<file path="src/plb_pkg.sv">
// Shared constants and types for the polled lamp panel bus node.
package plb_pkg;

   // System clock rate in hertz.
   localparam int unsigned CLK_HZ        = 40_000_000;
   // Fixed line rate in baud.
   localparam int unsigned BAUD_RATE     = 38_400;
   // Clock cycles per bit, rounded to the nearest whole cycle.
   localparam int unsigned BIT_CYC       = (CLK_HZ + BAUD_RATE / 2) / BAUD_RATE;
   // Clock cycles to the middle of the start bit.
   localparam int unsigned HALF_BIT_CYC  = BIT_CYC / 2;
   // Width of the bit timer.
   localparam int unsigned BIT_CNT_W     = 11;

   // Bits in one character frame: start, nine data, stop.
   localparam int unsigned FRAME_BITS    = 11;
   // Data bits in one character.
   localparam int unsigned DATA_BITS     = 9;
   // Bit index of the address marker within a character.
   localparam int unsigned ADDR_MARK_BIT = 8;

   // Lowest and highest panel bus address.
   localparam logic [7:0] PANEL_ADDR_MIN = 8'h00;
   localparam logic [7:0] PANEL_ADDR_MAX = 8'h0F;
   // Lowest and highest lamp bus address.
   localparam logic [7:0] LAMP_ADDR_MIN  = 8'h10;
   localparam logic [7:0] LAMP_ADDR_MAX  = 8'h38;

   // Command codes sent by a panel, in ascending order.
   localparam logic [7:0] CMD_PAN_RATE   = 8'h01;
   localparam logic [7:0] CMD_TILT_RATE  = 8'h02;
   localparam logic [7:0] CMD_LAMP_TGL   = 8'h0A;
   localparam logic [7:0] CMD_FOCUS      = 8'h0B;

   // Speed byte centre and the lowest and highest legal speed values.
   localparam logic [7:0] SPEED_CENTRE   = 8'h80;
   localparam logic [7:0] SPEED_MIN      = 8'h40;
   localparam logic [7:0] SPEED_MAX      = 8'hC0;

   // Mask that keeps bit 7 of the lamp-select value clear.
   localparam logic [7:0] SEL_MASK       = 8'h7F;
   // Slots in the outgoing character list.
   localparam int unsigned SLOT_CHARS    = 8;

   // Reset values.
   localparam logic [BIT_CNT_W-1:0] BIT_CNT_RST = 11'h000;

   // Transmitter states of the panel node.
   typedef enum logic [1:0] {
      TX_IDLE,
      TX_TURN,
      TX_SEND
   } plb_tx_state_t;

   // Receiver states of the character receiver.
   typedef enum logic [1:0] {
      RX_IDLE,
      RX_START,
      RX_DATA,
      RX_STOP
   } plb_rx_state_t;

endpackage : plb_pkg

</file>
<file path="src/plb_char_rx.sv">
// Nine-bit character receiver with pin synchroniser for the shared bus.
`timescale 1ns/1ps
module plb_char_rx
   import plb_pkg::*;
(
   input  wire logic       clk,
   input  wire logic       rst,
   input  wire logic       line_in,
   output logic            char_valid,
   output logic [8:0]      char_data
);

   // All receiver state in one record.
   typedef struct packed {
      logic                 sync1;    // First synchroniser stage.
      logic                 sync2;    // Second synchroniser stage.
      plb_rx_state_t        state;    // Receiver state.
      logic [BIT_CNT_W-1:0] cnt;      // Bit timer.
      logic [3:0]           idx;      // Data bit index.
      logic [8:0]           shreg;    // Data being assembled.
      logic                 valid;    // One-cycle character strobe.
      logic [8:0]           data;     // Last good character.
   } plb_rx_t;

   plb_rx_t r_q;   // Registered state.
   plb_rx_t r_d;   // Next state.

   // Frame decoding: find the start edge, sample each bit in its middle.
   always_comb begin
      r_d       = r_q;
      r_d.sync1 = line_in;
      r_d.sync2 = r_q.sync1;
      r_d.valid = 1'b0;
      case (r_q.state)
         RX_IDLE: begin
            // A low line marks a possible start bit.
            if (!r_q.sync2) begin
               r_d.state = RX_START;
               r_d.cnt   = BIT_CNT_W'(HALF_BIT_CYC - 1);
            end
         end
         RX_START: begin
            if (r_q.cnt != BIT_CNT_RST) begin
               r_d.cnt = r_q.cnt - 1'b1;
            end else if (r_q.sync2) begin
               // A glitch, not a start bit.
               r_d.state = RX_IDLE;
            end else begin
               r_d.state = RX_DATA;
               r_d.cnt   = BIT_CNT_W'(BIT_CYC - 1);
               r_d.idx   = 4'h0;
            end
         end
         RX_DATA: begin
            if (r_q.cnt != BIT_CNT_RST) begin
               r_d.cnt = r_q.cnt - 1'b1;
            end else begin
               // Least significant bit arrives first.
               r_d.shreg = {r_q.sync2, r_q.shreg[8:1]};
               r_d.cnt   = BIT_CNT_W'(BIT_CYC - 1);
               if (r_q.idx == 4'(DATA_BITS - 1)) begin
                  r_d.state = RX_STOP;
               end else begin
                  r_d.idx = r_q.idx + 1'b1;
               end
            end
         end
         default: begin
            if (r_q.cnt != BIT_CNT_RST) begin
               r_d.cnt = r_q.cnt - 1'b1;
            end else begin
               // Only a character with a good stop bit is passed on.
               r_d.state = RX_IDLE;
               if (r_q.sync2) begin
                  r_d.valid = 1'b1;
                  r_d.data  = r_q.shreg;
               end
            end
         end
      endcase
   end

   // State register.
   always_ff @(posedge clk or posedge rst) begin
      if (rst) begin
         r_q <= '{sync1: 1'b1, sync2: 1'b1, state: RX_IDLE, cnt: BIT_CNT_RST,
                  idx: 4'h0, shreg: 9'h000, valid: 1'b0, data: 9'h000};
      end else begin
         r_q <= r_d;
      end
   end

   assign char_valid = r_q.valid;
   assign char_data  = r_q.data;

endmodule : plb_char_rx

</file>
<file path="src/plb_panel_node.sv">
// Control panel node for the polled half-duplex lamp bus.
//
// Contract
// - Transmit and receive at 38.4K baud.
// - Frame: start, nine data LSB first, stop.
// - Ninth bit high marks an address.
// - Panels 0-15; lamps 16 to 56.
// - Transmit only after own address received.
// - Lamp-select value precedes the commands.
// - Pan rate 01 plus speed byte.
// - Tilt rate 02 plus speed byte.
// - Toggle 0A sent once per press.
// - Focus 0B repeated while button held.
// - Check byte is sum, select bit 7 clear.
`timescale 1ns/1ps
module plb_panel_node
   import plb_pkg::*;
(
   input  wire logic       CORE_CLK,
   input  wire logic       RESET,
   input  wire logic       BUS_I,
   output logic            BUS_O,
   output logic            BUS_OE,
   input  wire logic [3:0] PANEL_SW,
   input  wire logic [4:0] LAMP_SW,
   input  wire logic       PAN_ACTIVE,
   input  wire logic [7:0] PAN_RATE,
   input  wire logic       TILT_ACTIVE,
   input  wire logic [7:0] TILT_RATE,
   input  wire logic       LAMP_PRESS,
   input  wire logic       FOCUS_HELD,
   output logic            TX_BUSY,
   output logic            RX_VALID,
   output logic [8:0]      RX_DATA
);

   // All node state in one record.
   typedef struct packed {
      logic [3:0]           psw1;     // Panel switch first stage.
      logic [3:0]           psw2;     // Panel switch second stage.
      logic [4:0]           lsw1;     // Lamp switch first stage.
      logic [4:0]           lsw2;     // Lamp switch second stage.
      plb_tx_state_t        state;    // Transmitter state.
      logic [BIT_CNT_W-1:0] cnt;      // Bit timer.
      logic [3:0]           bit_idx;  // Bit within current frame.
      logic [3:0]           item;     // Character being sent.
      logic [3:0]           count;    // Characters in this slot.
      logic [10:0]          frame;    // Frame being shifted out.
      logic [SLOT_CHARS-1:0][8:0] chars; // Characters of this slot.
      logic                 tgl_pend; // Lamp toggle awaiting a slot.
      logic                 bus_o;    // Line level driven.
      logic                 bus_oe;   // Line driver enable.
      logic                 busy;     // Slot transmission in progress.
   } plb_node_t;

   plb_node_t n_q;   // Registered state.
   plb_node_t n_d;   // Next state.

   logic       rx_valid;   // Character strobe from the receiver.
   logic [8:0] rx_data;    // Received character.

   // Clamp a speed byte into the legal window around the centre.
   function automatic logic [7:0] clamp_speed(input logic [7:0] v);
      logic [7:0] r;
      r = v;
      if (v > SPEED_MAX) begin
         r = SPEED_MAX;
      end else if (v < SPEED_MIN) begin
         r = SPEED_MIN;
      end
      return r;
   endfunction : clamp_speed

   // Receiver for everything seen on the shared line.
   plb_char_rx u_rx (
      .clk        (CORE_CLK),
      .rst        (RESET),
      .line_in    (BUS_I),
      .char_valid (rx_valid),
      .char_data  (rx_data)
   );

   // Slot detection, list building and serial transmission.
   always_comb begin
      logic [7:0] sel;   // Lamp-select value.
      logic [7:0] sum;   // Running check byte.
      logic [3:0] n;     // Characters placed so far.
      logic       act;   // Any activity to report.
      logic       mine;  // Own panel address seen.
      sel  = 8'h00;
      sum  = 8'h00;
      n    = 4'h0;
      act  = 1'b0;
      mine = 1'b0;
      n_d  = n_q;
      n_d.psw1 = PANEL_SW;
      n_d.psw2 = n_q.psw1;
      n_d.lsw1 = LAMP_SW;
      n_d.lsw2 = n_q.lsw1;
      // A press is remembered until its command leaves in a slot.
      if (LAMP_PRESS) begin
         n_d.tgl_pend = 1'b1;
      end
      // Own slot: address mark set and low byte equal to the panel switches.
      mine = rx_valid && rx_data[ADDR_MARK_BIT] && (n_q.state == TX_IDLE) &&
             (rx_data[7:0] == {4'h0, n_q.psw2});
      act  = PAN_ACTIVE || TILT_ACTIVE || n_q.tgl_pend || FOCUS_HELD;
      case (n_q.state)
         TX_IDLE: begin
            n_d.bus_oe = 1'b0;
            n_d.bus_o  = 1'b1;
            n_d.busy   = 1'b0;
            if (mine && act) begin
               // Lamp-select first, bit 7 clear, address mark set.
               sel = {3'h0, n_q.lsw2} & SEL_MASK;
               n_d.chars[0] = {1'b1, sel};
               sum = sel;
               n = 4'h1;
               // Commands follow in ascending code order.
               if (PAN_ACTIVE) begin
                  n_d.chars[n[2:0]] = {1'b0, CMD_PAN_RATE};
                  n_d.chars[n[2:0] + 3'h1] = {1'b0, clamp_speed(PAN_RATE)};
                  sum = sum + CMD_PAN_RATE + clamp_speed(PAN_RATE);
                  n = n + 4'h2;
               end
               if (TILT_ACTIVE) begin
                  n_d.chars[n[2:0]] = {1'b0, CMD_TILT_RATE};
                  n_d.chars[n[2:0] + 3'h1] = {1'b0, clamp_speed(TILT_RATE)};
                  sum = sum + CMD_TILT_RATE + clamp_speed(TILT_RATE);
                  n = n + 4'h2;
               end
               if (n_q.tgl_pend) begin
                  n_d.chars[n[2:0]] = {1'b0, CMD_LAMP_TGL};
                  sum = sum + CMD_LAMP_TGL;
                  n = n + 4'h1;
                  // Consumed here; a press in this same cycle stays pending.
                  n_d.tgl_pend = LAMP_PRESS;
               end
               if (FOCUS_HELD) begin
                  n_d.chars[n[2:0]] = {1'b0, CMD_FOCUS};
                  sum = sum + CMD_FOCUS;
                  n = n + 4'h1;
               end
               // Check byte closes the slot, giving 3 to 8 characters.
               n_d.chars[n[2:0]] = {1'b0, sum};
               n_d.count = n + 4'h1;
               n_d.item  = 4'h0;
               n_d.state = TX_TURN;
               n_d.busy  = 1'b1;
               n_d.cnt   = BIT_CNT_W'(BIT_CYC - 1);
            end
         end
         TX_TURN: begin
            // One bit time of quiet lets the master turn its line round.
            if (n_q.cnt != BIT_CNT_RST) begin
               n_d.cnt = n_q.cnt - 1'b1;
            end else begin
               n_d.state   = TX_SEND;
               n_d.frame   = {1'b1, n_q.chars[0], 1'b0};
               n_d.bit_idx = 4'h0;
               n_d.bus_oe  = 1'b1;
               n_d.bus_o   = 1'b0;
               n_d.cnt     = BIT_CNT_W'(BIT_CYC - 1);
            end
         end
         default: begin
            if (n_q.cnt != BIT_CNT_RST) begin
               n_d.cnt = n_q.cnt - 1'b1;
            end else if (n_q.bit_idx != 4'(FRAME_BITS - 1)) begin
               // Next bit of the frame, least significant first.
               n_d.bit_idx = n_q.bit_idx + 1'b1;
               n_d.bus_o   = n_q.frame[n_q.bit_idx + 4'h1];
               n_d.cnt     = BIT_CNT_W'(BIT_CYC - 1);
            end else if (n_q.item + 4'h1 < n_q.count) begin
               // Next character follows directly, no gap.
               n_d.item    = n_q.item + 1'b1;
               n_d.frame   = {1'b1, n_q.chars[n_q.item[2:0] + 3'h1], 1'b0};
               n_d.bit_idx = 4'h0;
               n_d.bus_o   = 1'b0;
               n_d.cnt     = BIT_CNT_W'(BIT_CYC - 1);
            end else begin
               // Slot finished: release the line.
               n_d.state  = TX_IDLE;
               n_d.bus_oe = 1'b0;
               n_d.bus_o  = 1'b1;
               n_d.busy   = 1'b0;
            end
         end
      endcase
   end

   // State register.
   always_ff @(posedge CORE_CLK or posedge RESET) begin
      if (RESET) begin
         n_q <= '{psw1: 4'h0, psw2: 4'h0, lsw1: 5'h00, lsw2: 5'h00, state: TX_IDLE,
                  cnt: BIT_CNT_RST, bit_idx: 4'h0, item: 4'h0, count: 4'h0,
                  frame: 11'h7FF, chars: '0, tgl_pend: 1'b0, bus_o: 1'b1,
                  bus_oe: 1'b0, busy: 1'b0};
      end else begin
         n_q <= n_d;
      end
   end

   assign BUS_O    = n_q.bus_o;
   assign BUS_OE   = n_q.bus_oe;
   assign TX_BUSY  = n_q.busy;
   assign RX_VALID = rx_valid;
   assign RX_DATA  = rx_data;

endmodule : plb_panel_node

</file>
<file path="config.mk">
export PLATFORM = sky130hd
export DESIGN_NAME = plb_panel_node
export DESIGN_NICKNAME = d
export VERILOG_FILES = /design/src/plb_pkg.sv /design/src/plb_char_rx.sv /design/src/plb_panel_node.sv
export SDC_FILE = /design/constraint.sdc
export NUM_CORES = 1
export LEC_CHECK = 0
export ABC_AREA = 0
export BUFFER_PORTS_ARGS = -buffer_cell sky130_fd_sc_hd__buf_2
export CAP_MARGIN = 10
export CORE_MARGIN = 4
export CORE_UTILIZATION = 55
export CTS_CLUSTER_SIZE = 20
export DETAILED_ROUTE_END_ITERATION = 6
export MAX_ROUTING_LAYER = met4
export PLACE_DENSITY_LB_ADDON = 0.3
export SYNTH_ARGS = -nofsm -noshare
export SYNTH_HDL_FRONTEND = slang
export SYNTH_SLANG_ARGS = --single-unit
</file>
<file path="constraint.sdc">
create_clock -name CORE_CLK -period 13.2 [get_ports CORE_CLK]
set_input_delay 1.32 -clock CORE_CLK [delete_from_list [all_inputs] [get_ports CORE_CLK]]
set_output_delay 1.32 -clock CORE_CLK [all_outputs]
set_load 0.005 [all_outputs]
</file>
==> results.md, run 1 <==
- Mapped cell area: 9570 um^2
- Worst-path clk slew: 60 ps
- Crit start category: input port
- Seq/Total Area, Yosys: 0.439
- Arr. time, crit path: 6530 ps
- Synth Register Bits: 167
- Area leader, netlist: dfrtp_1
- Die H: 140 um
- Net count after synthesis: 1046
- Initial antenna violation count: 0
- Total die area: 19600 um^2
- Crit-path max FO: 8
- Fin util: 0.624
- Yosys warns: 0
- Pre-CTS WS: 6570 ps
- # diodes: 0
- CP Class: input port to flip-flop
- Skew-Pair Late Insertion Delay: 430 ps
- Post-DRT Antenna Nets: 0
- GRT Total Usage: 0.251
- Via count: 7512
- Clock sinks: 167
- Least-Margin Pin Slew: 1080 ps
- Tmin final: 6240 ps
- Clock H-tree levels: 4
- Hold-fix buffers at CTS: 0
- First-pass GRT wire length: 38500 um
- Core area: 16800 um^2
- Initial drt markers: 832
- Post-CTS Setup Bufs: 0
- Via density: 6.10
- Netlist cell types: 90
- Rows: 47
- Fin worst setup slack: 6960 ps
- TritonCTS Buffers: 17
- Final period util: 0.473
- TritonCTS clock tree: built
- CP endpoint kind: flip-flop
- I/O pins: 45
- Grt ovf: 0
- Finish-stage setup viols: 0
- Hold crit path type: flip-flop to flip-flop
- Starting density of the core: 0.569
- Clock skew: 10.9 ps
- Static Leak: 4.63 nW
- RSZ-0062 raised after global routing: no
- PwrDens: 119 nW/um^2
- Buffers on Ports: 44
- Largest net degree at the start of global routing: 90
- Peak supply drop: 94.8 uV
- Count leader, synth: dfrtp_1
- DIE WIDTH: 140 um
- Area delta synth->final: 9.73%
- Required @ worst endpoint: 13490 ps
- Worst rel slew slack: 0.279
- Clock root cell: clkbuf_16
- Layout cells sized above 1: 0.170
- EDFF count, synth: 0
- Achievable frequency: 0.160 GHz
- Ys flop type: dfrtp_1
- Drt total wl: 23000 um
- Post-synth top area share: 0.403
- Max Slew Vio Count: 0
- Wirelength per Cell: 18.6 um
- DR DRC count: 0
- Number of max-cap violations: 0
- 1st-pass router iterations: 5
- Commonest cells in the netlist: dfrtp_1 (154), nand2_1 (129), o21ai_0 (79)
- Nets@finish: 1068
- Vias in the first global route: 7297
- Clock Tree Buf Depth: 2
- Synth top area cells: dfrtp_1 (40%), nand2_1 (5.1%), mux4_2 (4.7%)
- Final hold violation count: 0
- RePlAce Congestion: 0.918
- Fin Hold WS: 349 ps
- # resized after CTS: 0
- Avg Inst Size Synth: 9.79 um^2
- Async S/R FF share, synth: 1.00
- HPWL after DPL: 15800 um
- Outcome: finished, final reports clean
- Final TNS setup: 0 ps
- Synth Instances: 977
## layer usage
layer	track usage	wire [um]	vias up
met5	-	0	-
met4	0.0683	340	0
met3	0.0470	1430	35
met2	0.387	11000	226
met1	0.346	10200	3724
li1	-	-	3527
## flip-flops by register name, indices dropped and copies added, names as in the netlist, 9 cells and up
name,cells
n_d,9
n_q,117
u_rx.char_data,9
u_rx.r_q,27
## stage by stage
stage	cells	area, um^2	power, mW
after global placement	1200	9890	0.730
after detailed placement	1200	9890	0.733
after CTS	1232	10500	1.25
after floorplan	977	9570	0.687
final	1232	10500	1.25
after global routing	1232	10500	1.30
## worst max-delay path: stages
cell and delay [ps]:
buf_2 120, xor2_1 510, nand2_1 150, ha_1 230
fa_1 430, and2_1 200, or2_2 280, ha_1 290
inv_1 60, ha_1 160, inv_1 60, fa_1 460
and2_1 180, nor2_1 100, ha_1 250, or2b_2 320
xnor2_2 250, o21ai_1 140, nor4_1 360, o21ai_2 110
xnor2_2 330, o221ai_1 200
## kinds of logic after synthesis
family,Yosys count,share of synthesized area
AO/OA/AOI/OAI,258,0.176
XOR/XNOR,48,0.0463
adder cells (fa/ha/maj),37,0.0500
buffers and inverters,86,0.0398
flip-flops,167,0.439
multiplexers,54,0.0853
AND/OR/NAND/NOR,327,0.164
## final cells by class
type	instances	area [um^2]
Clock buffer	20	447
Fill cell	1452	6320
Clock inverter	12	165
Inverter	39	151
Tap cell	220	275
Multi-Input combinational cell	724	5000
Timing Repair Buffer	50	265
Sequential cell	167	4200
## cell usage in the layout, fill, tap and decap left out, types with 4 or more instances in the layout
| cell | synthesis | layout |
|---|---|---|
| or2_2 | 6 | 6 |
| a31oi_1 | 6 | 6 |
| mux4_2 | 20 | 20 |
| o22a_1 | 4 | 4 |
| a21oi_1 | 54 | 54 |
| nor4_1 | 5 | 5 |
| buf_2 | 7 | 44 |
| nand2_1 | 129 | 129 |
| nand3_1 | 20 | 20 |
| ha_1 | 35 | 35 |
| buf_4 | 11 | 6 |
| o22ai_1 | 18 | 18 |
| dfstp_2 | 13 | 13 |
| xnor2_1 | 29 | 29 |
| inv_1 | 38 | 37 |
| dfrtp_1 | 154 | 154 |
| nand2b_1 | 7 | 7 |
| or3_1 | 4 | 4 |
| o21ai_0 | 79 | 79 |
| nor3_1 | 21 | 21 |
| nand4_1 | 6 | 6 |
| a21o_1 | 6 | 6 |
| a211oi_1 | 5 | 5 |
| nor2_1 | 74 | 74 |
| inv_6 | 0 | 5 |
| o21a_1 | 8 | 8 |
| a22o_1 | 6 | 6 |
| o21ai_1 | 18 | 18 |
| mux2_2 | 20 | 20 |
| mux2i_1 | 14 | 14 |
| and2_1 | 17 | 17 |
| nor2b_1 | 13 | 13 |
| xor2_1 | 16 | 15 |
| clkbuf_16 | 0 | 17 |
| o31ai_1 | 5 | 5 |
## where the power goes
part           internal, mW  switching [mW]  total [mW]
Sequential            0.515         0.00203       0.517
Clock                 0.306           0.213       0.520
Combinational        0.0772           0.134       0.211
Total                 0.899           0.349        1.25
## final timing paths
path | cells after the start | startpoint | end | slack, ps
worst max register to register | 20 | n_q[112]$_DFF_PP0_ | n_q[47]$_DFFE_PP0P_ | 8170
max in group asynchronous | 3 | RESET | n_q[34]$_DFFE_PP0P_ | 10690
worst min-delay path | 0 | n_d[112]$_DFF_PP0_ | n_q[112]$_DFF_PP0_ | 350
worst min register to register | 0 | n_d[112]$_DFF_PP0_ | n_q[112]$_DFF_PP0_ | 350
min in group asynchronous | 2 | RESET | u_rx.char_data[8]$_DFFE_PP0P_ | 1050
worst max-delay path | 22 | PAN_RATE[7] | n_q[47]$_DFFE_PP0P_ | 6960
(Power assumes the default switching activity.)
==> run 2: changes to the inputs <==
--- a/config.mk
+++ b/config.mk
@@ -5,7 +5,7 @@
 export SDC_FILE = /design/constraint.sdc
 export NUM_CORES = 1
 export LEC_CHECK = 0
-export ABC_AREA = 0
+export ABC_AREA = 1
 export BUFFER_PORTS_ARGS = -buffer_cell sky130_fd_sc_hd__buf_2
 export CAP_MARGIN = 10
 export CORE_MARGIN = 4
==> constraint.sdc (replaced) <==
create_clock -name CORE_CLK -period 5.15 [get_ports CORE_CLK]
set_input_delay 0.515 -clock CORE_CLK [delete_from_list [all_inputs] [get_ports CORE_CLK]]
set_output_delay 0.515 -clock CORE_CLK [all_outputs]
set_load 0.005 [all_outputs]
==> run 2 against run 1 <==
  * Via count increased by 19%
  * Routed wire length increased by 11%
  * Sequential power increased to 2.7 times the previous value
  * Final area increased by 2.6%
  * First-iteration DRC count increased by 16%
  * Die area increased by 2.5%
  * Hold slack got worse by 180 ps
  * The run now ends with DRC left
  * Sequential share of layout area decreased by 1.0 points
  * Sequential cell count unchanged
==> results.md, run 2 <==
- Initial antenna violation count: 0
- Post-Synth Simple-Gate Area: 0.221
- Hold-fix buffers at CTS: 0
- Clock H-tree levels: 4
- Mapped cell area: 9820 um^2
- Tmin final: 4600 ps
- CP endpoint kind: flip-flop
- GRT Total Usage: 0.267
- TritonCTS Buffers: 17
- Post-CTS Setup Bufs: 0
- Ys flop type: dfrtp_1
- I/O pins: 45
- Register-to-Register Setup Slack: 920 ps
- Finish-stage setup viols: 0
- Outcome: complete, but fails checks
- First-pass GRT wire length: 41800 um
- Wirelength per Cell: 16.4 um
- Net count after synthesis: 1351
- Synth Area in Compound Gates: 0.187
- Least-Margin Pin Slew: 1010 ps
- Crit path buf inv count: 7
- DR DRC count: 2
- Avg Inst Size Synth: 7.66 um^2
- Main combinational cell family by area after synthesis: simple AND/OR/NAND/NOR gates
- Peak supply drop: 267 uV
- Leading cell type in the layout, fill and taps excluded: nand2_1
- Fillers: 1565
- Area delta synth->final: 9.72%
- Netlist cell types: 55
- Critical R2R Launch: n_q[112]$_DFF_PP0_
- Post-synthesis mux area share: 0.00306
- Number of max-cap violations: 0
- Count leader, synth: nand2_1
- Post-DRT Antenna Nets: 0
- Regs by FF count: n_q (117), u_rx.r_q (27)
- CP Class: input port to flip-flop
- Post-synth top area share: 0.393
- Async S/R FF share, synth: 1.00
- 1st-pass router iterations: 7
- Seq/Total Area, Yosys: 0.427
- Grt ovf: 0
- Largest register by flop count: n_q
- Synth Area in Adders: 0.0487
- Synth Area in XOR/XNOR: 0.0169
- Nets@finish: 1378
- Arr. time, crit path: 4890 ps
- Yosys warns: 0
- Layout cells sized above 1: 0.107
- CP top delay family: adder cells
- TritonCTS clock tree: built
- Worst rel slew slack: 0.326
- Final period util: 0.893
- Final hold violation count: 0
- Core area: 17400 um^2
- Clock sinks: 167
- Total die area: 20100 um^2
- EDFF count, synth: 0
- Rows: 48
- Most used cell, CP: nand2_1
- Slowest stage delay, CP: 530 ps
- Hold crit path type: input port to async pin
- Required @ worst endpoint: 5440 ps
- R2R depth: 23
- Largest net degree at the start of global routing: 72
- Commonest cells in the netlist: nand2_1 (252), inv_1 (178), dfrtp_1 (154)
- Clock Tree Buf Depth: 2
- Via count: 8941
- PwrDens: 309 nW/um^2
- Crit start category: input port
- RePlAce Congestion: 0.991
- Crit-path max FO: 6
- RSZ-0062 raised after global routing: no
- Static Leak: 5.39 nW
- Area leader, netlist: dfrtp_1
- RR Endpoint: n_q[19]$_DFFE_PP0P_
- Clock skew: 11.5 ps
- Die H: 142 um
- Tot Pwr: 3.33 mW
- DIE WIDTH: 142 um
- Achievable frequency: 0.218 GHz
- # resized after CTS: 0
- Clock root cell: clkbuf_16
- Via density: 5.78
- Violated checks: DRC
- Slowest cell on the critical path: fa_1
- Vias in the first global route: 8284
- Max Slew Vio Count: 0
- Starting density of the core: 0.564
- Worst-path clk slew: 70 ps
- Final TNS setup: 0 ps
- Synth Register Bits: 167
- Most frequent cells in the layout: nand2_1 (252), inv_1 (177), dfrtp_1 (154), o21ai_0 (134), nor2_1 (110)
- # diodes: 0
- Skew-Pair Late Insertion Delay: 430 ps
- Synth Instances: 1282
- Synth top area cells: dfrtp_1 (39%), nand2_1 (9.6%), o21ai_0 (6.8%)
- HPWL after DPL: 18200 um
- Buffers on Ports: 44
- Max reg flops: 117
- Initial drt markers: 962
- Drt total wl: 25400 um
[run 2: cell count changes after synthesis, sizes merged, moves of 17 or more]
cell	change
nand2	+128
nor2	+47
inv	+152
nand3	+59
mux2	-20
xnor2	-25
mux4	-20
a21oi	+17
o21ai	+50
and2	-17
[run 2: metrics by stage]
step / instances / util / setup slack (ps) / area (um^2) / hold slack [ps]
after floorplan: 1282 / - / 138 / 9820 / 331
after global placement: 1515 / 0.583 / 335 / 10200 / 331
after detailed placement: 1515 / 0.583 / 185 / 10200 / 336
after CTS: 1547 / 0.619 / 626 / 10800 / 161
after global routing: 1547 / 0.619 / 215 / 10800 / 163
final: 1547 / 0.619 / 553 / 10800 / 165
[run 2: how the worst max path moves through the flow]
| stage | to | start | slack [ps] | cells past startpoint |
|---|---|---|---|---|
| final | n_q[19]$_DFFE_PP0P_ | PAN_RATE[4] | 550 | 28 |
| after global routing | n_q[73]$_DFFE_PP0P_ | PAN_RATE[2] | 220 | 28 |
| after CTS | n_q[73]$_DFFE_PP0P_ | PAN_RATE[4] | 630 | 29 |
| after detailed placement | n_q[25]$_DFFE_PP0P_ | PAN_RATE[4] | 180 | 26 |
| after global placement | n_q[55]$_DFFE_PP0P_ | PAN_RATE[2] | 340 | 28 |
| after floorplan | BUS_OE$_DFFE_PP0P_ | RESET | 140 | 1 |
[run 2: cells by family (layout without fill, tap and decap cells)]
| kind of cell | count (synthesis) | after routing |
|---|---|---|
| flip-flops | 167 | 167 |
| adder cells (fa/ha/maj) | 37 | 37 |
| multiplexers | 3 | 3 |
| AND/OR/NAND/NOR | 505 | 505 |
| buffers and inverters | 235 | 275 |
| AO/OA/AOI/OAI | 316 | 316 |
| XOR/XNOR | 19 | 19 |
[run 2: power by group]
part	switching [mW]	internal, mW	total (mW)
clock	0.564	0.795	1.36
sequential	0.0318	1.37	1.40
combinational	0.386	0.176	0.562
total	0.982	2.34	3.33
[run 2: final cells by class]
cell class	instances	area (um^2)	share of cell area
Tap cell	225	282	0.0261
Inverter	192	728	0.0676
Sequential cell	167	4200	0.389
Clock inverter	13	168	0.0156
Timing Repair Buffer	51	273	0.0253
Multi-Input combinational cell	880	4670	0.434
Clock buffer	19	453	0.0420
[run 2: layer usage]
| metal | vias up | part of all wire | global-route usage |
|---|---|---|---|
| li1 | 4320 | - | - |
| met1 | 4187 | 0.46 | 0.384 |
| met2 | 375 | 0.44 | 0.390 |
| met3 | 59 | 0.082 | 0.0529 |
| met4 | 0 | 0.020 | 0.0732 |
| met5 | - | 0 | - |
